### config.mk
export PLATFORM = sky130hd
export DESIGN_NAME = sarc_top
export DESIGN_NICKNAME = d
export VERILOG_FILES = /design/src/sarc_pkg.sv /design/src/sarc_clkdiv.sv /design/src/sarc_sar.sv /design/src/sarc_top.sv
export SDC_FILE = /design/constraint.sdc
export NUM_CORES = 1
export LEC_CHECK = 0
export BUFFER_PORTS_ARGS = -buffer_cell sky130_fd_sc_hd__clkbuf_2
export CAP_MARGIN = 10
export CORE_MARGIN = 4
export CORE_UTILIZATION = 50
export CTS_CLUSTER_DIAMETER = 100
export CTS_CLUSTER_SIZE = 30
export DETAILED_ROUTE_END_ITERATION = 16
export PLACE_DENSITY = 0.8
export SYNTH_ARGS = -nofsm -noshare
export SYNTH_HDL_FRONTEND = slang
export SYNTH_SLANG_ARGS = --single-unit
### constraint.sdc
create_clock -name clk_sys -period 2.1 [get_ports clk_sys]
set_input_delay 0.21 -clock clk_sys [delete_from_list [all_inputs] [get_ports clk_sys]]
set_output_delay 0.21 -clock clk_sys [all_outputs]
set_load 0.05 [all_outputs]
### src/sarc_pkg.sv
// Operation
// - Input above high reference returns full scale, no overflow flag.
// - Input below low reference returns zero in both result bytes.
// - Setting converter_on enables and converts the channel continuously.
// - Clearing converter_on disables the converter and halts conversion.
// - Conversion end sets flag bit 7 and loads both result bytes.
// - Flag clears on high byte read or any control/status write.
// - Results are not latched; each new conversion overwrites both.
// - New input_select write aborts, clears flag, restarts conversion.
// - input_select is a plain binary index of inputs 0 to 15.
// - Bit 6 picks converter clock: 0 is divide by 4, 1 by 2.
// - Flag bit is read only; other control bits read and write.
// - High byte holds result 9:2; low byte holds 1:0, rest zero.
// - Wait mode has no effect; halt mode disables the converter.
// - Registers at 70h, 71h, 72h, all resetting to zero.
package sarc_pkg;
    // Register indices; byte address is four times the index
    localparam logic [7:0] IDX_CSR = 8'h70;
    localparam logic [7:0] IDX_HIGH = 8'h71;
    localparam logic [7:0] IDX_LOW = 8'h72;
    localparam logic [7:0] CSR_RST = 8'h00;
    localparam logic [9:0] RES_RST = 10'h000;
    // Field positions in converter_control_status
    localparam int EOC_BIT = 7;
    localparam int SPEED_BIT = 6;
    localparam int ON_BIT = 5;
    localparam int RSVD_BIT = 4;
    localparam int SEL_MSB = 3;
    // Result layout
    localparam int RES_BITS = 10;
    localparam logic [9:0] FULL_SCALE = 10'h3FF;
    localparam logic [9:0] ZERO_SCALE = 10'h000;
    localparam logic [9:0] SAR_FIRST = 10'h200;
    // Timing counts in converter ticks and cpu clocks
    localparam int SAMPLE_TICKS = 3;
    localparam logic [1:0] DIV_SLOW_LAST = 2'h3;
    localparam logic [1:0] DIV_FAST_LAST = 2'h1;
    typedef enum logic [1:0] {ST_IDLE, ST_SAMPLE, ST_CONVERT} sarc_state_t;
endpackage : sarc_pkg

### src/sarc_clkdiv.sv
`timescale 1ns/1ps
// Converter clock tick: one pulse every 2 or 4 cpu clocks
module sarc_clkdiv
(
    input wire logic clk_sys,
    input wire logic reset,
    input wire logic restart,
    input wire logic fast,
    output logic tick
);
    logic [1:0] cnt_r;
    logic [1:0] last;

    // Terminal count from the speed bit
    assign last = fast ? sarc_pkg::DIV_FAST_LAST : sarc_pkg::DIV_SLOW_LAST;
    assign tick = (cnt_r == last) && !restart;

    // Free counter, rewound on restart so ticks align with conversion start
    always_ff @(posedge clk_sys or posedge reset)
    begin
        if (reset)
            cnt_r <= 2'h0;
        else if (restart || cnt_r >= last)
            cnt_r <= 2'h0;
        else
            cnt_r <= cnt_r + 2'h1;
    end
endmodule : sarc_clkdiv

### src/sarc_sar.sv
`timescale 1ns/1ps
// Successive-approximation register: one trial bit per step
module sarc_sar
(
    input wire logic clk_sys,
    input wire logic reset,
    input wire logic start,
    input wire logic step,
    input wire logic keep,
    output logic [9:0] code,
    output logic done
);
    logic [9:0] code_r;
    logic [9:0] mask_r;
    logic [9:0] kept;

    // Drop the trial bit when the comparator says the input is lower
    assign kept = keep ? code_r : (code_r & ~mask_r);
    assign code = code_r;
    assign done = step && mask_r[0];

    // Start loads the mid-scale trial, each step moves one bit down
    always_ff @(posedge clk_sys or posedge reset)
    begin
        if (reset)
        begin
            code_r <= 10'h000;
            mask_r <= 10'h000;
        end
        else if (start)
        begin
            code_r <= sarc_pkg::SAR_FIRST;
            mask_r <= sarc_pkg::SAR_FIRST;
        end
        else if (step && mask_r != 10'h000)
        begin
            code_r <= kept | (mask_r >> 1);
            mask_r <= mask_r >> 1;
        end
    end
endmodule : sarc_sar

### src/sarc_top.sv
`timescale 1ns/1ps
// Control logic of a 10-bit successive-approximation converter
module sarc_top
(
    input wire logic clk_sys,
    input wire logic reset,
    input wire logic psel,
    input wire logic penable,
    input wire logic pwrite,
    input wire logic [11:0] paddr,
    input wire logic [31:0] pwdata,
    output logic [31:0] prdata,
    output logic pready,
    output logic pslverr,
    input wire logic halt_mode,
    input wire logic ana_cmp_above,
    input wire logic ana_over_high,
    input wire logic ana_under_low,
    output logic ana_power,
    output logic [3:0] ana_channel,
    output logic ana_sample,
    output logic [9:0] ana_dac_code
);
    sarc_pkg::sarc_state_t state_r;
    sarc_pkg::sarc_state_t state_nxt;
    logic speed_r;
    logic on_r;
    logic [3:0] sel_r;
    logic eoc_r;
    logic eoc_nxt;
    logic [9:0] result_r;
    logic [9:0] result_nxt;
    logic [31:0] prdata_r;
    logic [1:0] cnt_r;
    logic [1:0] cnt_nxt;
    logic phase_r;
    logic [2:0] sync1_r;
    logic [2:0] sync2_r;

    // Register decode
    function automatic logic hit(input logic [11:0] a, input logic [7:0] idx);
        hit = (a[11:2] == {2'h0, idx}) && (a[1:0] == 2'h0);
    endfunction : hit

    logic sel_csr;
    logic sel_high;
    logic sel_low;
    logic mapped;
    logic acc;
    logic wr_csr;
    logic rd_high;
    logic rd_setup;
    logic sel_change;
    logic run;
    logic restart;
    logic tick;
    logic sar_start;
    logic sar_step;
    logic sar_done;
    logic [9:0] sar_code;
    logic cmp_s;
    logic over_s;
    logic under_s;
    logic [7:0] csr_view;
    logic [7:0] rd_byte;

    assign sel_csr = hit(paddr, sarc_pkg::IDX_CSR);
    assign sel_high = hit(paddr, sarc_pkg::IDX_HIGH);
    assign sel_low = hit(paddr, sarc_pkg::IDX_LOW);
    assign mapped = sel_csr || sel_high || sel_low;
    assign acc = psel && penable;
    assign wr_csr = acc && pwrite && sel_csr;
    assign rd_high = acc && !pwrite && sel_high;
    assign rd_setup = psel && !penable && !pwrite;
    assign sel_change = wr_csr && (pwdata[sarc_pkg::SEL_MSB:0] != sel_r);

    // APB answers with no wait state; unmapped access gives an error
    assign pready = 1'b1;
    assign pslverr = acc && !mapped;
    assign prdata = prdata_r;

    // Read views: flag read only, reserved bit reads zero
    assign csr_view = {eoc_r, speed_r, on_r, 1'b0, sel_r};
    assign rd_byte = sel_csr ? csr_view :
                     sel_high ? result_r[9:2] :
                     sel_low ? {6'h00, result_r[1:0]} : 8'h00;

    // Read data captured in the setup cycle, held for the access cycle
    always_ff @(posedge clk_sys or posedge reset)
    begin
        if (reset)
            prdata_r <= 32'h00000000;
        else if (rd_setup)
            prdata_r <= {24'h000000, rd_byte};
    end

    // Control bits; the reserved bit is not stored
    always_ff @(posedge clk_sys or posedge reset)
    begin
        if (reset)
        begin
            speed_r <= sarc_pkg::CSR_RST[sarc_pkg::SPEED_BIT];
            on_r <= sarc_pkg::CSR_RST[sarc_pkg::ON_BIT];
            sel_r <= sarc_pkg::CSR_RST[sarc_pkg::SEL_MSB:0];
        end
        else if (wr_csr)
        begin
            speed_r <= pwdata[sarc_pkg::SPEED_BIT];
            on_r <= pwdata[sarc_pkg::ON_BIT];
            sel_r <= pwdata[sarc_pkg::SEL_MSB:0];
        end
    end

    // Comparator and range flags come from the analog core: two flops each
    always_ff @(posedge clk_sys or posedge reset)
    begin
        if (reset)
        begin
            sync1_r <= 3'h0;
            sync2_r <= 3'h0;
        end
        else
        begin
            sync1_r <= {ana_cmp_above, ana_over_high, ana_under_low};
            sync2_r <= sync1_r;
        end
    end

    assign cmp_s = sync2_r[2];
    assign over_s = sync2_r[1];
    assign under_s = sync2_r[0];

    // Converter runs only while on and not halted; wait mode is not seen here
    assign run = on_r && !halt_mode;
    assign restart = (state_r == sarc_pkg::ST_IDLE) || sel_change;
    assign ana_power = run;
    assign ana_channel = sel_r;
    assign ana_sample = (state_r == sarc_pkg::ST_SAMPLE);
    assign ana_dac_code = sar_code;

    sarc_clkdiv u_div
    (
        .clk_sys(clk_sys),
        .reset(reset),
        .restart(restart),
        .fast(speed_r),
        .tick(tick)
    );

    // Each SAR step spends one tick settling and one tick deciding
    assign sar_start = tick && (state_r == sarc_pkg::ST_SAMPLE)
                       && (cnt_r == 2'(sarc_pkg::SAMPLE_TICKS - 1));
    assign sar_step = tick && (state_r == sarc_pkg::ST_CONVERT) && phase_r && run
                      && !sel_change;

    sarc_sar u_sar
    (
        .clk_sys(clk_sys),
        .reset(reset),
        .start(sar_start),
        .step(sar_step),
        .keep(cmp_s),
        .code(sar_code),
        .done(sar_done)
    );

    // Sequencer next state
    always_comb
    begin
        state_nxt = state_r;
        cnt_nxt = cnt_r;
        case (state_r)
            sarc_pkg::ST_IDLE:
            begin
                cnt_nxt = 2'h0;
                if (run)
                    state_nxt = sarc_pkg::ST_SAMPLE;
            end
            sarc_pkg::ST_SAMPLE:
            begin
                if (tick)
                    cnt_nxt = cnt_r + 2'h1;
                if (sar_start)
                begin
                    state_nxt = sarc_pkg::ST_CONVERT;
                    cnt_nxt = 2'h0;
                end
            end
            sarc_pkg::ST_CONVERT:
            begin
                if (sar_done)
                    state_nxt = sarc_pkg::ST_SAMPLE;
            end
            default:
                state_nxt = sarc_pkg::ST_IDLE;
        endcase
        if (sel_change)
        begin
            state_nxt = sarc_pkg::ST_SAMPLE;
            cnt_nxt = 2'h0;
        end
        if (!run || (wr_csr && !pwdata[sarc_pkg::ON_BIT]))
        begin
            state_nxt = sarc_pkg::ST_IDLE;
            cnt_nxt = 2'h0;
        end
    end

    // Sequencer state, sample count and step phase
    always_ff @(posedge clk_sys or posedge reset)
    begin
        if (reset)
        begin
            state_r <= sarc_pkg::ST_IDLE;
            cnt_r <= 2'h0;
            phase_r <= 1'b0;
        end
        else
        begin
            state_r <= state_nxt;
            cnt_r <= cnt_nxt;
            // Phase starts at zero on entry so the first trial gets a full settling tick
            phase_r <= (state_r == sarc_pkg::ST_CONVERT && state_nxt == sarc_pkg::ST_CONVERT) ?
                       (phase_r ^ tick) : 1'b0;
        end
    end

    // Result with saturation; no overflow flag is kept
    assign result_nxt = over_s ? sarc_pkg::FULL_SCALE :
                        under_s ? sarc_pkg::ZERO_SCALE :
                        {sar_code[9:1], cmp_s}; // Last trial bit kept only if the comparator agrees

    // Every finished conversion overwrites the result, read or not
    always_ff @(posedge clk_sys or posedge reset)
    begin
        if (reset)
            result_r <= sarc_pkg::RES_RST;
        else if (sar_done)
            result_r <= result_nxt;
    end

    // End flag: set wins over clear; no interrupt line exists
    assign eoc_nxt = sar_done ? 1'b1 :
                     (rd_high || wr_csr) ? 1'b0 : eoc_r;
    // Completion is only reported through the polled flag
    always_ff @(posedge clk_sys or posedge reset)
    begin
        if (reset)
            eoc_r <= 1'b0;
        else
            eoc_r <= eoc_nxt;
    end

    // Trial steps since the last start, for the step-count check
    logic [3:0] steps_r;
    always_ff @(posedge clk_sys or posedge reset)
    begin
        if (reset)
            steps_r <= 4'h0;
        else if (sar_start)
            steps_r <= 4'h0;
        else if (sar_step && steps_r != 4'hF)
            steps_r <= steps_r + 4'h1;
    end

    // Converter ticks since the trial started, for the conversion-length check
    logic [4:0] conv_ticks_r;
    always_ff @(posedge clk_sys or posedge reset)
    begin
        if (reset)
            conv_ticks_r <= 5'h00;
        else if (sar_start)
            conv_ticks_r <= 5'h00;
        else if (tick && conv_ticks_r != 5'h1F)
            conv_ticks_r <= conv_ticks_r + 5'h01;
    end
endmodule : sarc_top

; Word-level counts from Yosys, hierarchy flattened
; Index checks and enable logic that the tools add are counted.
[op_classes]
addsub = 2
magnitude_cmp = 1
n_eq_ne = 10
n_mux = 26
n_bitwise = 4
n_reduce_logical = 45
[op_table]
columns = operator, n
row1 = 10-bit 2-to-1 mux, 7
row2 = "10-bit by 7-bit equality test with 1-bit output, second input constant", 3
row3 = 1-bit logical AND, 24
row4 = 2-bit 2-to-1 mux, 12
row5 = 8-bit 2-to-1 mux, 2
row6 = 10-bit bitwise AND, 1
row7 = 10-bit inverter, 1
row8 = 10-bit by 9-bit OR with 10-bit output, 1
row9 = 10-bit nonzero test, 1
row10 = 1-bit zero test, 8
row11 = "2-bit equality test, second input constant", 3
row12 = 1-bit logical OR, 6
row13 = 2-bit one-hot mux with 3 select lines, 1
row14 = "5-bit by 1-bit != test with 1-bit output, second input constant", 1
row15 = "2-bit by 1-bit adder with 2-bit output, second input constant", 2
row16 = 2-bit zero test, 2
row17 = 4-bit != test, 1
row18 = 2-bit one-hot mux with 2 select lines, 1
row19 = 2-bit nonzero test, 2
row20 = 4-bit nonzero test, 1
row21 = 1-bit 2-to-1 mux, 3
row22 = "2-bit by 1-bit equality test with 1-bit output, second input constant", 1
row23 = 2-bit equality test, 1
row24 = 2-bit >= comparator, 1
row25 = other kinds (2), 2
[totals]
ff_bits = 58
out_inout_bits = 50

; Depth between registers and ports, before layout
[depth]
depth_word = 19
ltp_mapped = 7

; Modules after synthesis
; Synthesis repeated with hierarchy kept, for this count alone.
[unflattened]
cells_unflattened = 279
hier_area_um2 = 2884.0
[by_module_without_submodules]
columns = mod, n_inst, cells_each, area_each_um2, seq_area_each_um2
row1 = sarc_top, 1, 187, 1923.1, 900.9
row2 = sarc_sar, 1, 83, 853.3, 500.5
row3 = sarc_clkdiv, 1, 9, 107.6, 50.0

; Worst setup path before layout
; Ideal clock, no wire load.
[synth_path]
path_kind = register to register
start = reg state_r[1]
end = reg u_sar.mask_r[2]
setup_time_ps = 121
t_arrival_ps = 2115
required_ps = 1979
slack_ps = -135
stages_incl_launch_ff = 8
n_path_buf = 2
path_cell_list = dfrtp_1 buf_4 nor2b_1 nand2_1 a21bo_2 nand2_1 buf_2 a22o_1
[synth_via]
word_cells_on_any_way = 15
[synth_rtl]
columns = item, line_no
row1 = start: declaration, sarc_top.sv:24  ; sarc_pkg::sarc_state_t state_r;
row2 = start signal: assignment, sarc_top.sv:214  ; state_r <= sarc_pkg::ST_IDLE;
row3 = start signal: assignment, sarc_top.sv:220  ; state_r <= state_nxt;
row4 = 2-bit by 1-bit equality test with 1-bit output (*), n/a
row5 = net ana_sample, sarc_top.sv:21  ; output logic ana_sample,
row6 = 1-bit logical AND (*), sarc_top.sv:151  ; assign sar_start = tick && (state_r == sarc_pkg::ST_SAMPLE)
row7 = 1-bit logical AND (*), sarc_top.sv:152  ; && (cnt_r == 2'(sarc_pkg::SAMPLE_TICKS - 1));
row8 = 10-bit 2-to-1 mux or 2-bit nonzero test (tied branches), n/a
row9 = end signal: assignment, sarc_sar.sv:33  ; mask_r <= sarc_pkg::SAR_FIRST;
row10 = end signal: assignment, sarc_sar.sv:38  ; mask_r <= mask_r >> 1;
row11 = end: declaration, sarc_sar.sv:14  ; logic [9:0] mask_r;
; The timed path passes the listed nets; every way through them passes the cells marked *.
; A chain may end at the register's enable or synchronous reset.

; Worst setup path in the final report
[layout_path]
start = in paddr[11]
end = out pslverr
[layout_via]
elab_chain_cells = 6
word_cells_on_any_way = 10
[layout_lines]
columns = item, line_no
row1 = start: declaration, sarc_top.sv:10  ; input wire logic [11:0] paddr,
row2 = 10-bit by 7-bit equality test with 1-bit output, sarc_top.sv:42  ; hit = (a[11:2] == {2'h0, idx}) && (a[1:0] == 2'h0);
row3 = 1-bit logical AND, sarc_top.sv:42
row4 = 1-bit logical OR, sarc_top.sv:70  ; assign mapped = sel_csr || sel_high || sel_low;
row5 = 1-bit logical OR (*), sarc_top.sv:70
row6 = 1-bit zero test (*), sarc_top.sv:79  ; assign pslverr = acc && !mapped;
row7 = 1-bit logical AND (*), sarc_top.sv:79
row8 = end: declaration, sarc_top.sv:14  ; output logic pslverr,
; Every way passes the cells marked *; elsewhere a longest branch is shown, timed or not.

==> impl_metrics.yaml <==
status:
  status: "finished, final reports clean"
clocking:
  cts.sinks: 58
  htreeDepth: 3
  cts.path.max_buffers: 2
  cts_made_buffers: 9
  cts_tree: "done"
  clkLatencyLatePin_ns: 0.33
  clockRootBuffer: "clkbuf_8"
  clkTransAtPathRegs_ns: 0.06
yosys:
  synth_top_area_share_pct: 49.6
  yosysMostFrequentCell: "dfrtp_1"
  netlist_top_cells_count: "58 x dfrtp_1, 47 x nand2_1, 27 x buf_4"
  syn_area_sq_um: 2920
  yosys_warnings: 0
  avgSynthCellArea_sq_um: 9.98
  yosysTopAreaCell: "dfrtp_1"
  synth_edf_count: 0
  synth_cells: 293
  ys_types: 57
  ys.flop_type: "dfrtp_1"
  synthArstFlopShare_pct: 100
  yosysSeqAreaShare_pct: 49.6
  synth-seq-cells: 58
  synth_area_leaders: "dfrtp_1 50%, buf_4 6.9%, nand2_1 6.0%, a22o_1 3.3%, a21oi_1 3.3%"
grt:
  grtUsageTotal_pct: 18.4
  first_global_vias: 2194
  grt.overflow.total: 0
  grt_pass1_wl_microns: 10500
  antenna_found_initial: 0
  grt_max_degree: 31
min_path:
  min_path_type: "input port to flop"
sta:
  setup_ws_ns: 0.0454
  slew_violations: 0
  finalHoldViolCount: 0
  final.min_clock_period_ns: 2.05
  worst_pin_slew_ns: 0.627
  max_slew_margin_pct: 58.1
  hold_ws_ns: 0.0886
  setup-violations-final: 0
  finalCritPeriodShare_pct: 97.8
  finalClockSkew_ns: 0.00895
  clock.fmax_mhz: 487
drt:
  avgRoutedWirePerCell_microns: 14.2
  viasPerCell: 5.25
  drtPass1Iterations: 4
  initialDrtViolationCount: 131
  ant_nets: 0
  routed-via-count: 2291
  drc: 0
  wl_microns: 6180
floorplanning:
  dieArea_sq_um: 7140
  ioPinCount: 103
  die_h_microns: 84.5
  row_count: 27
  start_util_pct: 52.5
  core-area_sq_um: 5570
  fp.dieW_microns: 84.5
setup_path:
  path_class: "input port to output port"
  arrival_ns: 1.84
  end_kind: "output port"
  worstPathRequired_ns: 1.89
  cp_max_fo: 3
  start_kind: "input port"
cells_and_area:
  multi_input_comb_area_sq_um: 1280
  stdcell_count: 436
  antenna_cells: 0
  nets: 414
  syn_to_final_growth_pct: 19.2
  layout-drive-gt1-share_pct: 26.4
  fillers: 451
  seq_area_sq_um: 1450
placed_design:
  dp_hpwl_microns: 4640
  pre_cts_slack_ns: -0.0383
  dp.cells: 413
  portBuffers: 51
  gp_congestion: 0.898
power:
  peakVddDrop_mv: 0.325
  power.density_nw_per_um2: 661
  p_leak_nw: 1.70
flow_run:
  cap_violations: 0
[state kept, by name, summed over array words and instances, names as in the netlist, 3 cells and up]
register / flops
u_sar.code: 10
sync2_r: 3
u_sar.mask_r: 10
sync1_r: 3
result_r: 10
prdata: 8
ana_channel: 4
[worst max-delay path, cell delays in order]
cell      delay (ns)
clkbuf_2        0.11
or4b_1          0.55
or3_4           0.41
a21o_1          0.16
and3_1          0.17
clkbuf_2        0.23
[through the flow]
step                cell area (sq um)  TNS, ns  utilization (%)  power, W
floorplan                        3010        0                -   0.00133
global placement                 3210        0             57.6   0.00135
detailed placement               3210  -0.0383             57.6   0.00135
CTS                              3440        0             61.8   0.00233
global route                     3480  -0.0252             62.5   0.00242
finish                           3480        0             62.5   0.00230
[where the power goes]
group	total (W)	switching [W]	internal, W
registers	0.00113	0.00000719	0.00112
logic	0.000208	0.000162	0.0000465
clock network	0.000965	0.000395	0.000570
total	0.00230	0.000564	0.00174
[final cells by class]
cell class	count	area share, %
clock buffers	12	4.17
clock inverters	3	1.15
inverters	12	1.29
multi-input cells	209	36.7
flip-flops and latches	58	41.7
well taps	72	2.59
repair buffers	70	12.4
[metal layers]
metal | GRT usage (%) | wire length, microns
met1 | 24.7 | 2730
met5 | 0 | 0
met4 | 6.33 | 53
met3 | 7.07 | 510
met2 | 27.4 | 2880
[path summary, 6_finish.rpt]
kind / end / slack [ns] / from / depth (start not counted)
min in group asynchronous: sync1_r[1]$_DFF_PP0_ / 0.50 / reset / 3
max in group asynchronous: u_div.cnt_r[0]$_DFF_PP0_ / 1.03 / reset / 4
hold reg to reg: sync2_r[0]$_DFF_PP0_ / 0.35 / sync1_r[0]$_DFF_PP0_ / 0
hold / removal: speed_r$_DFFE_PP0P_ / 0.09 / pwdata[6] / 3
setup / recovery: pslverr / 0.05 / paddr[11] / 6
setup reg to reg: u_sar.code[5]$_DFFE_PP0P_ / 0.06 / speed_r$_DFFE_PP0P_ / 6
[logic make-up after synthesis]
logic type                 after synthesis  share of synthesized area (%)
other                                    2                          0.257
adders and majority gates                1                          0.428
buffers and inverters                   49                           10.3
and+or+nand+nor                         92                           17.8
xor gates and xnor gates                 6                           1.80
AOI/OAI and AO/OA                       76                           16.6
muxes                                    9                           3.12
DFF                                     58                           49.6
[repair_timing]
| action | CTS | global route |
|---|---|---|
| gates resized for setup | 0 | 3 |
| pin swaps | 1 | 0 |
| hold endpoints to repair | 32 | 0 |
| setup buffers | 1 | 3 |
| endpoints found under the setup margin | 1 | 6 |
| hold buffers | 4 | 0 |
[layout by cell type, fill, tap and decap left out, drive strengths merged, types with 5 or more instances in the layout]
| master | count |
|---|---|
| o21ai | 26 |
| clkbuf | 63 |
| a22o | 11 |
| a21oi | 19 |
| xnor2 | 5 |
| conb | 25 |
| mux2i | 8 |
| inv | 11 |
| nor2 | 11 |
| dfrtp | 58 |
| nand2 | 48 |
| buf | 15 |
Note: power is estimated with default switching activity, not from simulation.
